===== src/sfep_consts.vh =====
`ifndef SFEP_CONSTS_VH
`define SFEP_CONSTS_VH

// Command opcodes
`define SFEP_OP_WR_ENABLE   8'h06
`define SFEP_OP_BLOCK_ERASE 8'hd8
`define SFEP_OP_CHIP_ERASE  8'hc7
`define SFEP_OP_CHIP_ERASE2 8'h60
`define SFEP_OP_PAGE_PROG   8'h02
`define SFEP_OP_DUAL_PROG   8'ha2
`define SFEP_OP_QUAD_PROG   8'h32

// Field layout
`define SFEP_ADDR_W         24
`define SFEP_ADDR_BYTES     2'h2
`define SFEP_PAGE_LSB       8
`define SFEP_BLOCK_LSB      16
`define SFEP_BLOCK_MSB      18
`define SFEP_BP_W           5
`define SFEP_BP_NONE        5'h00
`define SFEP_BLOCKS         4'h8

// Self-timed cycle lengths, clock in MHz
`define SFEP_CLK_MHZ               200
`define SFEP_BLOCK_ERASE_TIME_MS   500
`define SFEP_CHIP_ERASE_TIME_MS    3000
`define SFEP_PAGE_PROGRAM_TIME_US  2000
`define SFEP_BLOCK_ERASE_CYCLES    (`SFEP_BLOCK_ERASE_TIME_MS * 1000 * `SFEP_CLK_MHZ)
`define SFEP_CHIP_ERASE_CYCLES     (`SFEP_CHIP_ERASE_TIME_MS * 1000 * `SFEP_CLK_MHZ)
`define SFEP_PAGE_PROGRAM_CYCLES   (`SFEP_PAGE_PROGRAM_TIME_US * `SFEP_CLK_MHZ)

`endif


===== src/sfep_core.v =====
//Contract
// Block erase clears the whole addressed 64 KB block; any address inside works.
// Block erase is opcode D8 plus three address bytes on line 0 only.
// Erase or program runs only with the write enable latch set.
// Block erase select must rise right after the last address bit, else rejected.
// Accepted command starts timed cycle; busy flag high, then cleared with latch.
// A block covered by the protect bits is not erased.
// Chip erase is opcode only, select rising at its boundary, erases everything.
// Chip erase runs only when the protect bits protect nothing.
// Program only clears bits and keeps just the last 256 bytes sent.
// Data past the page end wraps to the page start.
// Short data goes from the start address; other page bytes untouched.
// Program is opcode, address, one or more data bytes, select rises on boundary.
// Program on a protected page is not executed.
// Host should program whole aligned pages once for best time.
// Dual program uses opcode A2, address on line 0, data on lines 0 and 1.
// Dual program takes 1 to 256 bytes, else like single-line program.
// Quad program uses opcode 32, address on line 0, data on lines 0 to 3.
// Quad program needs quad enable set as well as the latch.
// Bits arrive MSB first on rising clock; highest line holds the MSB.
// Rejected commands leave the busy flag low; commands ignored while busy.
`timescale 1ns/1ps
`include "sfep_consts.vh"
module sfep_core #(
  parameter [31:0] BLOCK_ERASE_CYCLES = `SFEP_BLOCK_ERASE_CYCLES,
  parameter [31:0] CHIP_ERASE_CYCLES  = `SFEP_CHIP_ERASE_CYCLES,
  parameter [31:0] PAGE_PROG_CYCLES   = `SFEP_PAGE_PROGRAM_CYCLES
) (
  // Clocking
  input  wire                     clk_i,
  input  wire                     reset_i,
  input  wire                     ce_i,
  // Serial link pins
  input  wire                     chip_select_n_i,
  input  wire                     serial_clock_i,
  input  wire                     io_line_0_i,
  input  wire                     io_line_1_i,
  input  wire                     io_line_2_i,
  input  wire                     io_line_3_i,
  // Configuration
  input  wire [`SFEP_BP_W-1:0]    block_protect_bits_i,
  input  wire                     quad_enable_i,
  // Status
  output reg                      write_in_progress_o,
  output reg                      write_enable_latch_o,
  output reg                      cmd_reject_o,
  // Array operations
  output reg                      erase_block_o,
  output reg                      erase_chip_o,
  output reg  [`SFEP_ADDR_W-1:0]  erase_addr_o,
  output reg                      prog_we_o,
  output reg  [`SFEP_ADDR_W-1:0]  prog_addr_o,
  output reg  [7:0]               prog_data_o
);
  localparam [5:0] L_IDLE = 6'b000001;
  localparam [5:0] L_OPC  = 6'b000010;
  localparam [5:0] L_ADDR = 6'b000100;
  localparam [5:0] L_DATA = 6'b001000;
  localparam [5:0] L_TAIL = 6'b010000;
  localparam [5:0] L_SKIP = 6'b100000;

  localparam [2:0] X_IDLE  = 3'b001;
  localparam [2:0] X_FLUSH = 3'b010;
  localparam [2:0] X_TIME  = 3'b100;

  localparam [31:0] BLK_LOAD  = BLOCK_ERASE_CYCLES - 32'h1;
  localparam [31:0] CE_LOAD   = CHIP_ERASE_CYCLES - 32'h1;
  localparam [31:0] PROG_LOAD = PAGE_PROG_CYCLES - 32'h1;

  // Protect decode: bp[4] all, bp[2:0] block count, bp[3] bottom side
  function is_protected;
    input [2:0]            blk;
    input [`SFEP_BP_W-1:0] bp;
    reg   [3:0]            n;
    begin
      n = 4'h0;
      if (bp[2:0] >= 3'h4) begin
        n = `SFEP_BLOCKS;
      end else if (bp[2:0] != 3'h0) begin
        n = 4'h1 << (bp[2:0] - 3'h1);
      end
      if (bp[4]) begin
        is_protected = 1'b1;
      end else if (bp[3]) begin
        is_protected = ({1'b0, blk} < n);
      end else begin
        is_protected = ({1'b0, blk} >= (`SFEP_BLOCKS - n));
      end
    end
  endfunction

  // Shift w bits in, highest line as MSB
  function [7:0] shift_in;
    input [7:0] sr;
    input [3:0] io;
    input [2:0] w;
    begin
      case (w)
        3'h2:    shift_in = {sr[5:0], io[1:0]};
        3'h4:    shift_in = {sr[3:0], io[3:0]};
        default: shift_in = {sr[6:0], io[0]};
      endcase
    end
  endfunction

  wire [5:0] pins_s;
  reg        sclk_d;
  reg        cs_d;

  sfep_sync #(.WIDTH(6)) u_sync (
    .clk_i   (clk_i),
    .reset_i (reset_i),
    .ce_i    (ce_i),
    .async_i ({serial_clock_i, chip_select_n_i,
               io_line_3_i, io_line_2_i, io_line_1_i, io_line_0_i}),
    .sync_o  (pins_s)
  );

  wire       sclk_rise = pins_s[5] & ~sclk_d;
  wire       cs_rise   = pins_s[4] & ~cs_d;
  wire       cs_fall   = ~pins_s[4] & cs_d;
  wire [3:0] io_s      = pins_s[3:0];

  reg  [5:0]              lstate;
  reg  [2:0]              xstate;
  reg  [7:0]              opcode;
  reg  [7:0]              sr;
  reg  [2:0]              bit_cnt;
  reg  [2:0]              dwidth;
  reg  [1:0]              byte_cnt;
  reg  [`SFEP_ADDR_W-1:0] addr;
  reg  [7:0]              data_off;
  reg                     data_seen;
  reg                     overrun;
  reg                     frame_busy;
  reg  [31:0]             timer;
  reg  [7:0]              flush_idx;
  reg  [15:0]             page;
  reg                     buf_wr;
  reg  [7:0]              buf_idx;
  reg  [7:0]              buf_data;
  reg                     buf_clr;
  wire [7:0]              rd_data;
  wire                    rd_valid;

  wire [2:0] w_now    = (lstate == L_DATA) ? dwidth : 3'h1;
  wire [3:0] bit_sum  = {1'b0, bit_cnt} + {1'b0, w_now};
  wire [7:0] sr_next  = shift_in(sr, io_s, w_now);
  wire       byte_end = bit_sum[3];
  wire       is_prog  = (opcode == `SFEP_OP_PAGE_PROG) || (opcode == `SFEP_OP_DUAL_PROG) ||
                        (opcode == `SFEP_OP_QUAD_PROG);
  wire       idle_ok  = (xstate == X_IDLE) && !frame_busy;
  wire       tail_ok  = (lstate == L_TAIL) && !overrun && (bit_cnt == 3'h0);
  wire       data_ok  = (lstate == L_DATA) && data_seen && (bit_cnt == 3'h0);

  sfep_page_buf u_buf (
    .clk_i      (clk_i),
    .reset_i    (reset_i),
    .ce_i       (ce_i),
    .clr_i      (buf_clr),
    .wr_i       (buf_wr),
    .wr_idx_i   (buf_idx),
    .wr_data_i  (buf_data),
    .rd_idx_i   (flush_idx),
    .rd_data_o  (rd_data),
    .rd_valid_o (rd_valid)
  );

  always @(posedge clk_i) begin
    if (reset_i) begin
      sclk_d               <= 1'b1;
      cs_d                 <= 1'b1;
      lstate               <= L_IDLE;
      xstate               <= X_IDLE;
      opcode               <= 8'h00;
      sr                   <= 8'h00;
      bit_cnt              <= 3'h0;
      dwidth               <= 3'h1;
      byte_cnt             <= 2'h0;
      addr                 <= 24'h000000;
      data_off             <= 8'h00;
      data_seen            <= 1'b0;
      overrun              <= 1'b0;
      frame_busy           <= 1'b0;
      timer                <= 32'h00000000;
      flush_idx            <= 8'h00;
      page                 <= 16'h0000;
      buf_wr               <= 1'b0;
      buf_idx              <= 8'h00;
      buf_data             <= 8'h00;
      buf_clr              <= 1'b0;
      write_in_progress_o  <= 1'b0;
      write_enable_latch_o <= 1'b0;
      cmd_reject_o         <= 1'b0;
      erase_block_o        <= 1'b0;
      erase_chip_o         <= 1'b0;
      erase_addr_o         <= 24'h000000;
      prog_we_o            <= 1'b0;
      prog_addr_o          <= 24'h000000;
      prog_data_o          <= 8'h00;
    end else if (ce_i) begin
      sclk_d        <= pins_s[5];
      cs_d          <= pins_s[4];
      buf_wr        <= 1'b0;
      buf_clr       <= 1'b0;
      cmd_reject_o  <= 1'b0;
      erase_block_o <= 1'b0;
      erase_chip_o  <= 1'b0;
      prog_we_o     <= 1'b0;

      // Link side: frame start, end and bit shifting
      if (cs_fall) begin
        lstate     <= L_OPC;
        sr         <= 8'h00;
        bit_cnt    <= 3'h0;
        byte_cnt   <= 2'h0;
        dwidth     <= 3'h1;
        data_off   <= 8'h00;
        data_seen  <= 1'b0;
        overrun    <= 1'b0;
        frame_busy <= (xstate != X_IDLE);
        if (xstate == X_IDLE) begin
          buf_clr <= 1'b1;
        end
      end else if (cs_rise) begin
        lstate <= L_IDLE;
        if (tail_ok && idle_ok && (opcode == `SFEP_OP_WR_ENABLE)) begin
          write_enable_latch_o <= 1'b1;
        end else if (tail_ok && (opcode == `SFEP_OP_BLOCK_ERASE)) begin
          if (!idle_ok || !write_enable_latch_o) begin
            cmd_reject_o <= 1'b1;
          end else if (is_protected(addr[`SFEP_BLOCK_MSB:`SFEP_BLOCK_LSB],
                                    block_protect_bits_i)) begin
            write_enable_latch_o <= 1'b0;
            cmd_reject_o         <= 1'b1;
          end else begin
            erase_block_o       <= 1'b1;
            erase_addr_o        <= {addr[`SFEP_ADDR_W-1:`SFEP_BLOCK_LSB], 16'h0000};
            write_in_progress_o <= 1'b1;
            timer               <= BLK_LOAD;
            xstate              <= X_TIME;
          end
        end else if (tail_ok && ((opcode == `SFEP_OP_CHIP_ERASE) ||
                                 (opcode == `SFEP_OP_CHIP_ERASE2))) begin
          if (!idle_ok || !write_enable_latch_o) begin
            cmd_reject_o <= 1'b1;
          end else if (block_protect_bits_i != `SFEP_BP_NONE) begin
            write_enable_latch_o <= 1'b0;
            cmd_reject_o         <= 1'b1;
          end else begin
            erase_chip_o        <= 1'b1;
            erase_addr_o        <= 24'h000000;
            write_in_progress_o <= 1'b1;
            timer               <= CE_LOAD;
            xstate              <= X_TIME;
          end
        end else if (data_ok && is_prog) begin
          if (!idle_ok || !write_enable_latch_o) begin
            cmd_reject_o <= 1'b1;
          end else if (is_protected(addr[`SFEP_BLOCK_MSB:`SFEP_BLOCK_LSB],
                                    block_protect_bits_i)) begin
            write_enable_latch_o <= 1'b0;
            cmd_reject_o         <= 1'b1;
          end else begin
            page                <= addr[`SFEP_ADDR_W-1:`SFEP_PAGE_LSB];
            flush_idx           <= 8'h00;
            write_in_progress_o <= 1'b1;
            xstate              <= X_FLUSH;
          end
        end else if (lstate != L_IDLE) begin
          cmd_reject_o <= 1'b1;
        end
      end else if (sclk_rise && !pins_s[4]) begin
        case (lstate)
          L_OPC: begin
            sr      <= sr_next;
            bit_cnt <= bit_sum[2:0];
            if (byte_end) begin
              opcode <= sr_next;
              case (sr_next)
                `SFEP_OP_WR_ENABLE, `SFEP_OP_CHIP_ERASE, `SFEP_OP_CHIP_ERASE2: begin
                  lstate <= L_TAIL;
                end
                `SFEP_OP_BLOCK_ERASE, `SFEP_OP_PAGE_PROG: begin
                  lstate <= L_ADDR;
                  dwidth <= 3'h1;
                end
                `SFEP_OP_DUAL_PROG: begin
                  lstate <= L_ADDR;
                  dwidth <= 3'h2;
                end
                `SFEP_OP_QUAD_PROG: begin
                  lstate <= quad_enable_i ? L_ADDR : L_SKIP;
                  dwidth <= 3'h4;
                end
                default: begin
                  lstate <= L_SKIP;
                end
              endcase
            end
          end
          L_ADDR: begin
            sr      <= sr_next;
            bit_cnt <= bit_sum[2:0];
            if (byte_end) begin
              addr     <= {addr[15:0], sr_next};
              byte_cnt <= byte_cnt + 2'h1;
              if (byte_cnt == `SFEP_ADDR_BYTES) begin
                lstate <= is_prog ? L_DATA : L_TAIL;
              end
            end
          end
          L_DATA: begin
            sr      <= sr_next;
            bit_cnt <= bit_sum[2:0];
            if (byte_end) begin
              data_seen <= 1'b1;
              data_off  <= data_off + 8'h01;
              buf_wr    <= idle_ok;
              buf_idx   <= addr[7:0] + data_off;
              buf_data  <= sr_next;
            end
          end
          L_TAIL: begin
            overrun <= 1'b1;
          end
          default: begin
            lstate <= L_SKIP;
          end
        endcase
      end

      // Execution side: page flush then self-timed wait
      case (xstate)
        X_IDLE: begin
        end
        X_FLUSH: begin
          prog_we_o   <= rd_valid;
          prog_addr_o <= {page, flush_idx};
          prog_data_o <= rd_data;
          flush_idx   <= flush_idx + 8'h01;
          if (flush_idx == 8'hff) begin
            buf_clr <= 1'b1;
            timer   <= PROG_LOAD;
            xstate  <= X_TIME;
          end
        end
        X_TIME: begin
          if (timer == 32'h00000000) begin
            write_in_progress_o  <= 1'b0;
            write_enable_latch_o <= 1'b0;
            xstate               <= X_IDLE;
          end else begin
            timer <= timer - 32'h00000001;
          end
        end
        default: begin
          xstate <= X_IDLE;
        end
      endcase
    end
  end
endmodule


===== src/sfep_page_buf.v =====
`timescale 1ns/1ps
module sfep_page_buf (
  // Clocking
  input  wire       clk_i,
  input  wire       reset_i,
  input  wire       ce_i,
  // Write side
  input  wire       clr_i,
  input  wire       wr_i,
  input  wire [7:0] wr_idx_i,
  input  wire [7:0] wr_data_i,
  // Read side
  input  wire [7:0] rd_idx_i,
  output wire [7:0] rd_data_o,
  output wire       rd_valid_o
);
  reg [7:0]   mem [0:255];
  reg [255:0] valid;

  assign rd_data_o  = mem[rd_idx_i];
  assign rd_valid_o = valid[rd_idx_i];

  // Later bytes to the same slot overwrite earlier ones
  always @(posedge clk_i) begin
    if (reset_i) begin
      valid <= 256'h0;
    end else if (ce_i) begin
      if (clr_i) begin
        valid <= 256'h0;
      end else if (wr_i) begin
        valid[wr_idx_i] <= 1'b1;
      end
    end
  end

  always @(posedge clk_i) begin
    if (ce_i && wr_i) begin
      mem[wr_idx_i] <= wr_data_i;
    end
  end
endmodule


===== src/sfep_sync.v =====
`timescale 1ns/1ps
module sfep_sync #(
  parameter WIDTH = 6
) (
  // Clocking
  input  wire             clk_i,
  input  wire             reset_i,
  input  wire             ce_i,
  // Data
  input  wire [WIDTH-1:0] async_i,
  output reg  [WIDTH-1:0] sync_o
);
  reg [WIDTH-1:0] meta;

  // Two-stage synchroniser, idle high
  always @(posedge clk_i) begin
    if (reset_i) begin
      meta   <= {WIDTH{1'b1}};
      sync_o <= {WIDTH{1'b1}};
    end else if (ce_i) begin
      meta   <= async_i;
      sync_o <= meta;
    end
  end
endmodule


===== config.mk =====
export PLATFORM = sky130hd
export DESIGN_NAME = sfep_core
export DESIGN_NICKNAME = d
export VERILOG_FILES = /design/src/sfep_core.v /design/src/sfep_page_buf.v /design/src/sfep_sync.v
export VERILOG_INCLUDE_DIRS = /design/src
export SDC_FILE = /design/constraint.sdc
export NUM_CORES = 2
export LEC_CHECK = 0
export CORE_UTILIZATION = 60
export CTS_BUF_LIST = sky130_fd_sc_hd__clkbuf_2 sky130_fd_sc_hd__clkbuf_4 sky130_fd_sc_hd__clkbuf_8
export DETAILED_ROUTE_END_ITERATION = 12
export DONT_BUFFER_PORTS = 1
export PLACE_DENSITY = 0.76
export SKIP_LAST_GASP = 1
export SYNTH_ARGS = -nofsm -noshare
export SYNTH_HDL_FRONTEND = slang
export SYNTH_SLANG_ARGS = --single-unit

===== constraint.sdc =====
create_clock -name clk_i -period 4.9 [get_ports clk_i]
set_input_delay 0.49 -clock clk_i [delete_from_list [all_inputs] [get_ports clk_i]]
set_output_delay 0.49 -clock clk_i [all_outputs]
set_load 0.05 [all_outputs]

# Yosys cells after proc, flatten, opt, wreduce, memory -nomap -nowiden
# Memories as Yosys holds them, arrays and structs flattened. A register that Yosys moved wholly into a read port is not among the register bits.
# Cells that the tools add are included.
dict set report word_totals {
  register_bits 465
  ramBits 2048
  input_bits 15
  output_inout_bits 62
  mem_count 1
}
dict set report classes {
  add_sub_neg 9
  n_lt_le_gt_ge 8
  n_eq_ne 40
  n_shift 1
  mux 196
  bitwise_logic 14
  reduce_logical 59
}
# name depth width read_ports rd_clocked_by_memory_dff wr line_no
set memory_table {}
lappend memory_table {u_buf.mem 256 8 1 1 1 sfep_page_buf.v:17} ;# reg [7:0] mem [0:255];
# operator n
set op_table {}
lappend op_table {{$mux 256} 2}
lappend op_table {{$mux 32} 11}
lappend op_table {{$or 256x256->256} 1}
lappend op_table {{$mux 24} 6}
lappend op_table {{$mux 8} 14}
lappend op_table {{$mux 1} 97}
lappend op_table {{$mux 3} 24}
lappend op_table {{$mux 4} 17}
lappend op_table {{$pmux 32 s2} 1}
lappend op_table {{$eq 8x8->1 const B} 7}
lappend op_table {{$mux 6} 7}
lappend op_table {{$pmux 6 s3} 2}
lappend op_table {{$logic_not 32->1} 1}
lappend op_table {{$sub 32x1->32 const B} 1}
lappend op_table {{$reduce_and 6->1} 5}
lappend op_table {{$mux 7} 4}
lappend op_table {{$reduce_bool 2->1} 11}
lappend op_table {{$lt 8x9->1 const B} 2}
lappend op_table {{$pmux 3 s3} 2}
lappend op_table {{$reduce_and 9->1} 2}
lappend op_table {{$add 8x1->8 const B} 2}
lappend op_table {{$eq 8x2->1 const B} 2}
lappend op_table {{$eq 8x3->1 const B} 2}
lappend op_table {{$eq 8x6->1 const B} 2}
lappend op_table {{44 further kinds} 102}

# Logic depth before layout (Yosys ltp)
dict set report logic_depth {
  ltp_word 36
  depth_mapped 17
}

# Modules after synthesis
# A second synthesis with hierarchy kept.
dict set report unflattened {
  hier_cells 6135
  hier_area_um2 99233.9
}
# mod instances cells_each area_each_um2 seq_area_each_um2
set by_module_without_submodules {}
lappend by_module_without_submodules {sfep_page_buf 1 4852 89115.5 66623.9}
lappend by_module_without_submodules {sfep_core 1 1244 9658.0 3783.6}
lappend by_module_without_submodules {sfep_sync 1 39 460.4 240.2}

# Worst setup path before layout
# OpenSTA, ideal clock, no wires.
dict set report synth_path {
  kind {register to register}
  from {register buf_data[1]}
  to {memory u_buf.mem[0][1], data pin}
  setup_ns 0.856
  arrival_ns 3.398
  required_time_ns 4.044
  setup_slack_ns 0.647
  stages_incl_launch_ff 1
  path_buffers 0
  synth_period_minus_slack_ns 4.253
  path_cell_list {dfxtp_1}
}
# item line_no
set synth_lines {}
lappend synth_lines {{from (decl)} sfep_core.v:141} ;# reg [7:0] buf_data;
lappend synth_lines {{from (signal assigned)} sfep_core.v:321} ;# buf_data <= sr_next;
lappend synth_lines {{to (decl)} sfep_page_buf.v:17}
# Straight into the memory's write port.

# Worst setup path after layout
dict set report layout_path {
  from {register timer[8]}
  to {register timer[28]}
}
dict set report layout_via {
  elab_chain_cells 3
}
# item line_no
set layout_rtl {}
lappend layout_rtl {{from (decl)} sfep_core.v:136} ;# reg [31:0] timer;
lappend layout_rtl {{from (signal assigned)} sfep_core.v:354} ;# timer <= timer - 32'h00000001;
lappend layout_rtl {{$sub 32x1->32 / $logic_not 32->1 (equally long branches)} {sfep_core.v:354, sfep_core.v:349}}
lappend layout_rtl {{$mux 32 *} sfep_core.v:349} ;# if (timer == 32'h00000000) begin
lappend layout_rtl {{$pmux 32 s2 *} sfep_core.v:334} ;# case (xstate)
# Mark *: on every way between the ends. The rest lies on a longest branch, timed or not.
# A chain may end at the register's enable or synchronous reset.

==> metrics <==
share of cells above drive strength 1=23.6%; die width=~410 um; Final Hold Viols=0; global route overflow=0; unrepaired setup endpoints after global routing=no; Iter 0 DRT Violations=7060; Worst Tran Pin Value=1220 ps; worst reg2reg path endpoint=timer[28]; final core area utilization=67.0%; maxcap violations=0; clk_lat worst skew=1090 ps; Final HPWL DP=141000 um; worst hold path endpoint=lstate[2]; first-pass GRT wire length=between 300000 and 400000 um; R2R Setup Slk=1100 ps; via/cell ratio=6.51; Worst R2R Start=timer[8]; Yosys reg bits=2505; worst path required time=5880 ps; power per cell area=approximately 370 nW/um2; TNS Setup=0 ps; Routability Congestion=about 0.88; Layout Nets=5995; Routed Antenna Nets=0; Die Footprint=166000 um2; DP Worst Slack=roughly 730 ps; Cell Chain, Critical Path=or4_1 > nor4b_2 > and4_1 > or2_2 > nand2_1 > o21ai_2 > a21oi_1 > nor2_1 > dlygate4sd3_1; Max Fclk=263 MHz; Critical Path Fanout Max=24; Final min period=3800 ps; Synth Cell Area=98800 um2; Slew Viols, Final=0; Max-slew headroom=18.8%; Leak=39.2 nW; largest net degree at the start of global routing=225; # port buffers=0; kind of critical path=reg -> reg; std cell rows=148; initial core utilization=60.6%; placeable core region=163000 um2; 1st-pass router iterations=6; Post-Route WL=236000 um; Syn Area/Cell=roughly 17 um2; cts bufs inserted=between 300 and 400; Seq/Total Area, Yosys=71.5%; worst reg2reg path depth=9; Max rail drop VDD=around 340 uV; H-Tree Depth=5; Synth Flop Type=edfxtp_1; slowest CP cell=or4_1; CP Capture Type=flop; clock buffer depth=4; asr flop ratio synth=0%; via count=54900; CTS tree=done; Clock Pin Slew Worst Setup and Hold Paths=70 ps; cell depth of the worst hold path=5; number of synthesized flops with an enable pin=2048; I/O pin count=77; worst setup margin=roughly 1100 ps; Clock Sinks=2505; CTS Root Cell=clkbuf_8; Final Cycle Share=77.5%; Tot GR Track Use=28.4%; # DRC=0; synth-to-layout area growth=10.6%; Largest delay share family, worst path=simple AND/OR/NAND/NOR gates; Finish-stage setup viols=0; outcome=finished clean; Yosys cell types=between 80 and 90; initial antenna violation count=7; HP Class=in -> reg; Die H=about 410 um; CP arrival=between 4000 and 5000 ps; Hold Path Origin=quad_enable_i; Bufs and invs on worst path=1; clk_skew=124 ps; Worst path max stage delay=660 ps; Startpoint Class=flop; Post-Syn Instances=approximately 5800; Yosys warning count=0; vias in the first global route=54100; wire per inst=28.0 um
## registers in the layout (all words and copies together) (netlist names), 16 cells and up
signal / count
addr: 24
page: 16
prog_addr_o: 24
timer: 32
u_buf.mem: 2048
u_buf.valid: 256
## per-stage QoR
stage	hold slack, ps	area, um2	power [mW]	cells
floorplan	431	98900	23.4	5794
global placement	441	101000	23.4	7721
detailed placement	442	101000	23.4	7721
CTS	20.3	109000	40.3	8421
global route	65.3	109000	41.3	8425
finish	105	109000	40.2	8425
## power breakdown
part           internal [mW]  leakage [nW]  switching, mW  total (mW)
Sequential              22.7          27.5         0.0164        22.7
Combinational         0.0705          7.57          0.202       0.273
Clock                   9.32          4.07           7.88        17.2
## placed cells by master (no fill, tap or decap), types with 9 or more instances in the layout
cell type / count
or4_1: 10
or2_2: 12
edfxtp_1: 2048
nor3b_1: 11
nor4_1: 16
dfxtp_4: 13
nor2_1: 688
or3_1: 11
clkbuf_8: 428
buf_4: 106
mux2i_1: 95
clkinv_1: 78
a21oi_1: 459
mux4_2: 659
nand4_1: 19
and3_1: 16
o21ai_0: 61
inv_1: 36
nand3_1: 39
conb_1: 16
dfxtp_1: 443
dlygate4sd3_1: 11
nand2b_1: 19
nor2b_1: 33
o221ai_1: 32
o22ai_1: 55
a22oi_1: 10
clkbuf_4: 120
buf_12: 29
nor3_1: 67
nand4b_1: 9
a31oi_1: 20
ha_1: 25
nand2_1: 302
clkinv_2: 48
a211oi_1: 27
## worst reg2reg max path, delay by kind of cell, from the launching register on
kind	cells	cell delay (ps)
AOI/OAI and AO/OA	2	420
buffers and inverters	1	550
DFF	1	370
and+or+nand+nor	6	2480
## final cells by class
type | instances | area [um2]
diodes | 4 | 10.0
clock buffers | 548 | 6790
clock inverters | 139 | 817
fillers | 10400 | 53900
inverters | 38 | 150
multi-input cells | 2868 | 26500
flip-flops and latches | 2505 | 70700
well taps | 2175 | 2720
repair buffers | 148 | 1540
## synth_stat cells, types with 61 or more instances
cell / instances / share of area, %
edfxtp_1: 2048 / 62
dfxtp_1: 457 / 9.3
a21oi_1: 459 / 2.3
mux2i_1: 95 / 0.96
mux4_2: 659 / 15
nor2_1: 689 / 2.6
nor3_1: 75 / 0.38
clkbuf_1: 223 / 0.85
nand2_1: 304 / 1.2
buf_2: 72 / 0.36
o21ai_0: 61 / 0.31
## repair_timing
| item | 4_1_cts | 5_1_grt |
|---|---|---|
| setup buffers | 0 | 0 |
| endpoints found under the hold margin | 194 | 0 |
| resized for setup | 0 | 0 |
| setup endpoints to repair | 0 | 0 |
| hold buffers | 13 | 0 |
## cell families (layout without fill, tap and decap cells)
| family | Yosys count | in the layout | share of synthesized area (%) |
|---|---|---|---|
| AOI/OAI and AO/OA | 740 | 740 | 4.34 |
| xor gates and xnor gates | 14 | 14 | 0.124 |
| adders and majority gates | 27 | 27 | 0.357 |
| buffers and inverters | 421 | 873 | 1.82 |
| DFF | 2505 | 2505 | 71.5 |
| muxes | 757 | 757 | 16.0 |
| other | 1 | 20 | 0.00379 |
| and+or+nand+nor | 1314 | 1314 | 5.85 |
## worst max path at each step
stage | from | to | slack (ps) | cells after the start
final | timer[8] | timer[28] | 1100 | 9
after global routing | lstate[0] | buf_data[2] | 800 | 12
after CTS | lstate[5] | buf_data[1] | 1180 | 12
after detailed placement | block_protect_bits_i[1] | flush_idx[7] | 730 | 16
after global placement | block_protect_bits_i[1] | flush_idx[6] | 820 | 16
after floorplan | buf_data[1] | u_buf.mem[0][1] | 650 | 0
## routing by layer
metal	global-route usage [%]	wire length [um]	share of wire (%)	vias to the layer above
met5	0	32	0.014	-
met4	10.4	8100	3.4	6
met3	7.20	26000	11	522
met2	44.2	113000	48	3273
met1	39.4	89000	38	27900
li1	-	-	-	23200
(Power assumes the default switching activity.)
